==> src/rtl/adcrc_pkg.sv <==
// Package: constants, layouts and state types of the ADC result and compare registers
package adcrc_pkg;

  // Sizes
  localparam int unsigned NUM_RES = 12;
  localparam int unsigned RES_W   = 10;
  localparam int unsigned TGT_W   = 4;
  localparam int unsigned TGT_TOP = 3;
  localparam int unsigned CFG_W   = 6;
  localparam int unsigned IRQ_W   = 2;
  localparam int unsigned ADDR_W  = 12;
  localparam int unsigned WORD_B  = 4;

  // Byte offsets on the APB
  localparam logic [11:0] OFS_RES0  = 12'h000;
  localparam logic [11:0] OFS_PRIO  = 12'h030;
  localparam logic [11:0] OFS_THR0  = 12'h034;
  localparam logic [11:0] OFS_THR1  = 12'h038;
  localparam logic [11:0] OFS_MCFG0 = 12'h03c;
  localparam logic [11:0] OFS_MCFG1 = 12'h040;
  localparam logic [11:0] OFS_ISTS  = 12'h044;
  localparam logic [11:0] OFS_IMSK  = 12'h048;

  // Field positions
  localparam int unsigned RES_LSB     = 6;
  localparam int unsigned RES_MSB     = 15;
  localparam int unsigned OVR_BIT     = 1;
  localparam int unsigned STORED_BIT  = 0;
  localparam int unsigned CFG_EN_BIT  = 0;
  localparam int unsigned CFG_TGT_LSB = 1;
  localparam int unsigned CFG_TGT_MSB = 4;
  localparam int unsigned CFG_DIR_BIT = 5;

  // Reset value of every register
  localparam logic [31:0] REG_RESET = 32'h0000_0000;

  // Whole state of the register slice
  typedef struct packed {
    logic [NUM_RES-1:0][RES_W-1:0] res;
    logic [NUM_RES-1:0]            stored;
    logic [NUM_RES-1:0]            ovr;
    logic [RES_W-1:0]              prio;
    logic                          prio_stored;
    logic                          prio_ovr;
    logic [RES_W-1:0]              thr0;
    logic [RES_W-1:0]              thr1;
    logic [CFG_W-1:0]              cfg0;
    logic [CFG_W-1:0]              cfg1;
    logic [IRQ_W-1:0]              irq_sts;
    logic [IRQ_W-1:0]              irq_msk;
    logic [31:0]                   rdata;
  } adcrc_state_t;

  // State of one monitor channel
  typedef struct packed {
    logic hit;
  } adcrc_mon_state_t;

  // Byte offset of normal result register i
  function automatic logic [11:0] res_ofs(input int unsigned i);
    res_ofs = OFS_RES0 + 12'(i * WORD_B);
  endfunction

  // Value placed in its field, all else zero
  function automatic logic [31:0] pack_value(input logic [RES_W-1:0] v);
    pack_value = REG_RESET;
    pack_value[RES_MSB:RES_LSB] = v;
  endfunction

  // Result word with its two flags
  function automatic logic [31:0] pack_result(input logic [RES_W-1:0] v,
                                              input logic ovr,
                                              input logic stored);
    pack_result = pack_value(v);
    pack_result[OVR_BIT] = ovr;
    pack_result[STORED_BIT] = stored;
  endfunction

endpackage

==> src/rtl/adcrc_monitor.sv <==
// One threshold monitor channel: target select, compare and hit pulse
`timescale 1ns/1ps
module adcrc_monitor (
  // Clock and reset
  input  wire logic                                pclk,
  input  wire logic                                presetn,
  // Channel configuration
  input  wire logic                                enable,
  input  wire logic [adcrc_pkg::TGT_W-1:0]         target,
  input  wire logic                                direction,
  input  wire logic [adcrc_pkg::RES_W-1:0]         threshold,
  // Result stores from the converter
  input  wire logic [adcrc_pkg::NUM_RES-1:0]       res_store,
  input  wire logic [adcrc_pkg::RES_W-1:0]         res_value,
  input  wire logic                                prio_store,
  input  wire logic [adcrc_pkg::RES_W-1:0]         prio_value,
  // Registered one-cycle hit
  output logic                                     hit_pulse
);

  adcrc_pkg::adcrc_mon_state_t q;
  adcrc_pkg::adcrc_mon_state_t d;
  logic                        sel_store;
  logic [adcrc_pkg::RES_W-1:0] sel_value;

  // Direction 0 flags values below, 1 values above the threshold
  function automatic logic exceeds(input logic [adcrc_pkg::RES_W-1:0] v,
                                   input logic [adcrc_pkg::RES_W-1:0] thr,
                                   input logic dir);
    exceeds = dir ? (v > thr) : (v < thr);
  endfunction

  // Top code bit picks the priority register, else one of results 0 to 7
  always_comb begin
    if (target[adcrc_pkg::TGT_TOP]) begin
      sel_store = prio_store;
      sel_value = prio_value;
    end else begin
      sel_store = res_store[target[adcrc_pkg::TGT_TOP-1:0]];
      sel_value = res_value;
    end
    d.hit = enable & sel_store & exceeds(sel_value, threshold, direction);
  end

  // Registered hit: one pulse per qualifying store, never a level
  always_ff @(posedge pclk or negedge presetn) begin
    if (!presetn) begin
      q <= '0;
    end else begin
      q <= d;
    end
  end

  assign hit_pulse = q.hit;
endmodule // adcrc_monitor

==> src/rtl/adcrc_regs.sv <==
// ADC result, overrun and threshold compare registers behind an APB slave
//
// Local design decisions: the register addresses and the APB slave port.
`timescale 1ns/1ps
module adcrc_regs (
  // Clock and reset
  input  wire logic                                pclk,
  input  wire logic                                presetn,
  // APB slave
  input  wire logic                                psel,
  input  wire logic                                penable,
  input  wire logic                                pwrite,
  input  wire logic [adcrc_pkg::ADDR_W-1:0]        paddr,
  input  wire logic [31:0]                         pwdata,
  output logic      [31:0]                         prdata,
  output logic                                     pready,
  output logic                                     pslverr,
  // Normal result stores, one strobe per register
  input  wire logic [adcrc_pkg::NUM_RES-1:0]       res_store,
  input  wire logic [adcrc_pkg::RES_W-1:0]         res_value,
  // Priority result store
  input  wire logic                                prio_store,
  input  wire logic [adcrc_pkg::RES_W-1:0]         prio_value,
  // Interrupts
  output logic                                     monitor_irq_zero,
  output logic                                     monitor_irq_one,
  output logic                                     irq
);

  adcrc_pkg::adcrc_state_t       q;
  adcrc_pkg::adcrc_state_t       d;
  logic                          rd_setup;
  logic                          wr_acc;
  logic [adcrc_pkg::NUM_RES-1:0] res_rd;
  logic                          prio_rd;
  logic                          sts_rd;
  logic                          mapped;
  logic [31:0]                   rd_mux;
  logic [adcrc_pkg::IRQ_W-1:0]   mon_pulse;

  // Address match, used by every decode below
  function automatic logic is_addr(input logic [adcrc_pkg::ADDR_W-1:0] a,
                                   input logic [adcrc_pkg::ADDR_W-1:0] ofs);
    is_addr = (a == ofs);
  endfunction

  // Reads are sampled in the setup cycle, writes land in the access cycle
  assign rd_setup = psel & ~penable & ~pwrite;
  assign wr_acc   = psel & penable & pwrite;

  // Read strobes that clear flags; the captured word and the clear share an edge
  always_comb begin
    for (int unsigned i = 0; i < adcrc_pkg::NUM_RES; i++) begin
      res_rd[i] = rd_setup & is_addr(paddr, adcrc_pkg::res_ofs(i));
    end
    prio_rd = rd_setup & is_addr(paddr, adcrc_pkg::OFS_PRIO);
    sts_rd  = rd_setup & is_addr(paddr, adcrc_pkg::OFS_ISTS);
  end

  // Read data mux; reserved bits stay zero
  always_comb begin
    rd_mux = adcrc_pkg::REG_RESET;
    mapped = 1'b0;
    for (int unsigned i = 0; i < adcrc_pkg::NUM_RES; i++) begin
      if (is_addr(paddr, adcrc_pkg::res_ofs(i))) begin
        rd_mux = adcrc_pkg::pack_result(q.res[i], q.ovr[i], q.stored[i]);
        mapped = 1'b1;
      end
    end
    if (is_addr(paddr, adcrc_pkg::OFS_PRIO)) begin
      rd_mux = adcrc_pkg::pack_result(q.prio, q.prio_ovr, q.prio_stored);
      mapped = 1'b1;
    end
    if (is_addr(paddr, adcrc_pkg::OFS_THR0)) begin
      rd_mux = adcrc_pkg::pack_value(q.thr0);
      mapped = 1'b1;
    end
    if (is_addr(paddr, adcrc_pkg::OFS_THR1)) begin
      rd_mux = adcrc_pkg::pack_value(q.thr1);
      mapped = 1'b1;
    end
    if (is_addr(paddr, adcrc_pkg::OFS_MCFG0)) begin
      rd_mux = 32'(q.cfg0);
      mapped = 1'b1;
    end
    if (is_addr(paddr, adcrc_pkg::OFS_MCFG1)) begin
      rd_mux = 32'(q.cfg1);
      mapped = 1'b1;
    end
    if (is_addr(paddr, adcrc_pkg::OFS_ISTS)) begin
      rd_mux = 32'(q.irq_sts);
      mapped = 1'b1;
    end
    if (is_addr(paddr, adcrc_pkg::OFS_IMSK)) begin
      rd_mux = 32'(q.irq_msk);
      mapped = 1'b1;
    end
  end

  // Next state: stores, flags, software writes and sticky status
  always_comb begin
    d = q;
    // A store in the same cycle as the clearing read keeps its flags
    for (int unsigned i = 0; i < adcrc_pkg::NUM_RES; i++) begin
      if (res_store[i]) begin
        d.res[i] = res_value;
      end
      d.stored[i] = res_store[i] | (q.stored[i] & ~res_rd[i]);
      d.ovr[i]    = (res_store[i] & q.stored[i]) | (q.ovr[i] & ~res_rd[i]);
    end
    if (prio_store) begin
      d.prio = prio_value;
    end
    d.prio_stored = prio_store | (q.prio_stored & ~prio_rd);
    d.prio_ovr    = (prio_store & q.prio_stored) | (q.prio_ovr & ~prio_rd);
    // Thresholds are taken even while a monitor runs; software must avoid that
    if (wr_acc && is_addr(paddr, adcrc_pkg::OFS_THR0)) begin
      d.thr0 = pwdata[adcrc_pkg::RES_MSB:adcrc_pkg::RES_LSB];
    end
    if (wr_acc && is_addr(paddr, adcrc_pkg::OFS_THR1)) begin
      d.thr1 = pwdata[adcrc_pkg::RES_MSB:adcrc_pkg::RES_LSB];
    end
    if (wr_acc && is_addr(paddr, adcrc_pkg::OFS_MCFG0)) begin
      d.cfg0 = pwdata[adcrc_pkg::CFG_W-1:0];
    end
    if (wr_acc && is_addr(paddr, adcrc_pkg::OFS_MCFG1)) begin
      d.cfg1 = pwdata[adcrc_pkg::CFG_W-1:0];
    end
    if (wr_acc && is_addr(paddr, adcrc_pkg::OFS_IMSK)) begin
      d.irq_msk = pwdata[adcrc_pkg::IRQ_W-1:0];
    end
    // Monitor hits are sticky; a hit beats the clearing read
    d.irq_sts = mon_pulse | (q.irq_sts & ~{adcrc_pkg::IRQ_W{sts_rd}});
    // Read word is frozen in the setup cycle and held through access
    if (rd_setup) begin
      d.rdata = rd_mux;
    end
  end

  // Single state register
  always_ff @(posedge pclk or negedge presetn) begin
    if (!presetn) begin
      q <= '0;
    end else begin
      q <= d;
    end
  end

  // Monitor channel zero
  adcrc_monitor u_mon_zero (
    .pclk       (pclk),
    .presetn    (presetn),
    .enable     (q.cfg0[adcrc_pkg::CFG_EN_BIT]),
    .target     (q.cfg0[adcrc_pkg::CFG_TGT_MSB:adcrc_pkg::CFG_TGT_LSB]),
    .direction  (q.cfg0[adcrc_pkg::CFG_DIR_BIT]),
    .threshold  (q.thr0),
    .res_store  (res_store),
    .res_value  (res_value),
    .prio_store (prio_store),
    .prio_value (prio_value),
    .hit_pulse  (mon_pulse[0])
  );

  // Monitor channel one
  adcrc_monitor u_mon_one (
    .pclk       (pclk),
    .presetn    (presetn),
    .enable     (q.cfg1[adcrc_pkg::CFG_EN_BIT]),
    .target     (q.cfg1[adcrc_pkg::CFG_TGT_MSB:adcrc_pkg::CFG_TGT_LSB]),
    .direction  (q.cfg1[adcrc_pkg::CFG_DIR_BIT]),
    .threshold  (q.thr1),
    .res_store  (res_store),
    .res_value  (res_value),
    .prio_store (prio_store),
    .prio_value (prio_value),
    .hit_pulse  (mon_pulse[1])
  );

  // Zero wait states; unmapped addresses answer with an error
  assign pready  = 1'b1;
  assign pslverr = psel & penable & ~mapped;
  assign prdata  = q.rdata;

  // Interrupt outputs
  assign monitor_irq_zero = mon_pulse[0];
  assign monitor_irq_one  = mon_pulse[1];
  assign irq              = |(q.irq_sts & q.irq_msk);
endmodule // adcrc_regs

==> config.mk <==
export PLATFORM = sky130hd
export DESIGN_NAME = adcrc_regs
export DESIGN_NICKNAME = d
export VERILOG_FILES = /design/src/rtl/adcrc_pkg.sv /design/src/rtl/adcrc_monitor.sv /design/src/rtl/adcrc_regs.sv
export SDC_FILE = /design/constraint.sdc
export NUM_CORES = 1
export LEC_CHECK = 0
export ABC_AREA = 1
export BUFFER_PORTS_ARGS = -buffer_cell sky130_fd_sc_hd__buf_2
export CAP_MARGIN = 10
export CORE_AREA = 3 3 111 193
export DETAILED_ROUTE_END_ITERATION = 8
export DIE_AREA = 0 0 114 196
export HOLD_SLACK_MARGIN = 0.12
export PLACE_DENSITY = 0.74
export SYNTH_ARGS = -nofsm -noshare
export SYNTH_HDL_FRONTEND = slang
export SYNTH_SLANG_ARGS = --single-unit
==> constraint.sdc <==
create_clock -name pclk -period 2.7 [get_ports pclk]
set_input_delay 0.54 -clock pclk [delete_from_list [all_inputs] [get_ports pclk]]
set_output_delay 0.54 -clock pclk [all_outputs]
set_load 0.02 [all_outputs]
==> results.cfg <==
[sta]
skew_ps = 15.2
whs_ps = 265
finalSetupViolCount = 0
rsz0062_at_grt = false
max_slew_margin_pct = 51.1
timing.final.crit_share_pct = 96.7
period_needed_ps = 2610
worstMarginPinSlew_ps = 734
max_freq_ghz = 0.383
final_max_slew_viol_count = 0
hold_violations = 0

[power_and_ir_drop]
irDropWorstVdd_mv = 0.669
leakage_nw = 6.43
p_per_area_nw_per_um2 = 563

[logic_synthesis]
yosysWarnings = 0
ys_async_sr_fraction_pct = 100
netlist_area_um2 = 10900
synth_top_area_cell = dfrtp_1
synth_edf_count = 0
synth_cell_types = 39
ys_top_cells_by_count = nand2_1, o21ai_0, dfrtp_1
ys_seq_area_share_pct = 48.1
synth_ff_type = dfrtp_1
synth_cells = 1443
synth_most_common_cell = nand2_1
synth_top_area_share_pct = 48.1
synth_area_per_cell_um2 = 7.58
synth_seq_cells = 210
synthTopCellsByArea = dfrtp_1, nand2_1, o21ai_0, inv_1, ha_1

[worst_setup_path]
arrival_ps = 2070
r2r_setup_slack_ps = 120
cp-startpoint = paddr[6]
crit_type = primary input to output port
setup.worst_path.end = pslverr
reg2reg_from = q[46]
crit_fanout = 4
endpoint_kind = output port
start_kind = primary input
r2r_end = u_mon_zero.hit_pulse
rr_worst_depth = 8
worstPathRequired_ps = 2160

[floorplanning]
start_util_pct = 54.9
std_cell_rows = 68
dieHeight_um = 196
die_w_um = 114
ioPinCount = 119
coreArea_um2 = 19900
die_area_um2 = 22300

[clock_tree]
clockRootBuffer = clkbuf_16
cts_buffers = 21
cts_buffer_depth = 3
clock_latency_ps = 510
cts_tree = done
cts_sinks = 210
path_clk_slew_ps = 70
htree_levels = 1

[detailed_routing]
wire_per_inst_um = 18.2
drtIter0Drc = 801
routed_wl_mm = 33.4
detail-route-antenna-nets = 0
firstDrtPassIters = 6
vias = 10200
drc_errors = 0
viasPerCell = 5.59

[layout]
fin_area_um2 = 12800
area_delta_synth_final_pct = 17.4
nNetsFinal = 1675
antenna_cells = 0
drive_gt1_share_pct = 16.2

[grt]
grt_pass1_vias = 10500
antenna_found_initial = 0
grt_max_degree = 84
grt-ovfl-total = 0
grt_pass1_wl_mm = 53.1
grt_usage_pct = 30.2

[job]
drv_cap = 0

[outcome]
outcome = completed

[worst_hold_path]
holdPathStages = 3
hold_class = primary input to register

[placed_design]
dpl.hpwl_mm = 25.4
place.gp.congestion = 1.01
io_buffers = 85
place_area_um2 = 12000
==> what timing repair did <==
action / in CTS / in global routing
gates resized for setup: 1 / 15
buffers inserted: 0 / 6
hold buffers: 1 / 0
hold endpoints to repair: 15 / 0
pin swaps: 0 / 3
endpoints found under the setup margin: 1 / 1
==> critical path: stages <==
cell     delay, ps
buf_2          100
inv_1           60
nand2_1        120
nor3_2         340
inv_1          150
nor2_2         230
nor4_4          60
nand3_1        100
nor4_2          40
buf_4          160
buf_4          160
==> how the worst min path moves through the flow <==
stage | start | endpoint | slack [ps]
6_report | res_store[6] | q[169] | 260
5_1_grt | prio_value[6] | q[76] | 280
4_1_cts | prio_value[6] | q[76] | 260
3_5_place_dp | q[164] | q[164] | 460
3_3_place_gp | q[164] | q[164] | 450
2_1_floorplan | presetn | prdata[0] | 240
==> state kept, by name, summed over array words and instances (netlist names) <==
register,flops
u_mon_one.hit_pulse,1
u_mon_zero.hit_pulse,1
prdata,16
q,192
==> final cells by class <==
class	count	area, um^2
Timing Repair Buffer	182	1190
Multi-Input combinational cell	961	4580
Fill cell	1804	7080
Sequential cell	210	5260
Clock inverter	12	171
Clock buffer	26	584
Tap cell	245	307
Inverter	197	743
==> power breakdown <==
group / internal [mW] / switching [mW]
registers: 3.32 / 0.0805
clock network: 1.93 / 1.26
logic: 0.199 / 0.442
total: 5.45 / 1.78
==> cells by family after synthesis <==
family,after synthesis,synth area share [%]
fa+ha+maj,20,2.29
other cells,2,0.0687
flops,210,48.1
buf+inv,287,11.1
simple gates,581,22.0
compound gates,343,16.5
==> through the flow <==
| step | utilization (%) | TNS [ps] | cells | worst slack, ps | total power [mW] |
|---|---|---|---|---|---|
| 2_1_floorplan | - | 0 | 1458 | 74.4 | 3.78 |
| 6_report | 64.4 | 0 | 1833 | 88.4 | 7.23 |
| 4_1_cts | 64.0 | 0 | 1827 | 5.34 | 7.26 |
| 3_3_place_gp | 60.1 | 0 | 1788 | 14.4 | 4.06 |
| 3_5_place_dp | 60.1 | -45.2 | 1788 | -45.2 | 4.08 |
| 5_1_grt | 64.4 | 0 | 1833 | 0.357 | 7.48 |
==> cells in the final DEF, fill, tap and decap left out, types with 5 or more instances in the layout <==
| cell | n |
|---|---|
| nor2_4 | 6 |
| o21ai_0 | 260 |
| ha_1 | 20 |
| inv_1 | 181 |
| clkinv_1 | 5 |
| conb_1 | 17 |
| buf_2 | 83 |
| clkbuf_8 | 5 |
| nand4_1 | 17 |
| nand2_1 | 430 |
| nand2_2 | 6 |
| dfrtp_1 | 210 |
| o21bai_1 | 9 |
| nor3_1 | 11 |
| clkbuf_16 | 21 |
| nor2_1 | 42 |
| inv_2 | 10 |
| nand3_1 | 50 |
| buf_4 | 95 |
| o21ai_1 | 7 |
| o22ai_1 | 7 |
| nor2_2 | 6 |
| a21oi_1 | 41 |
==> metal layers <==
metal  GRT usage (%)  routed length [um]  vias up
li1                -                   -     4834
met4            23.4                2950        0
met2            52.7               17100      463
met5               0                   0        -
met1            32.0               11400     4782
met3            4.32                2070      161
Note: power is estimated with default switching activity, not from simulation.
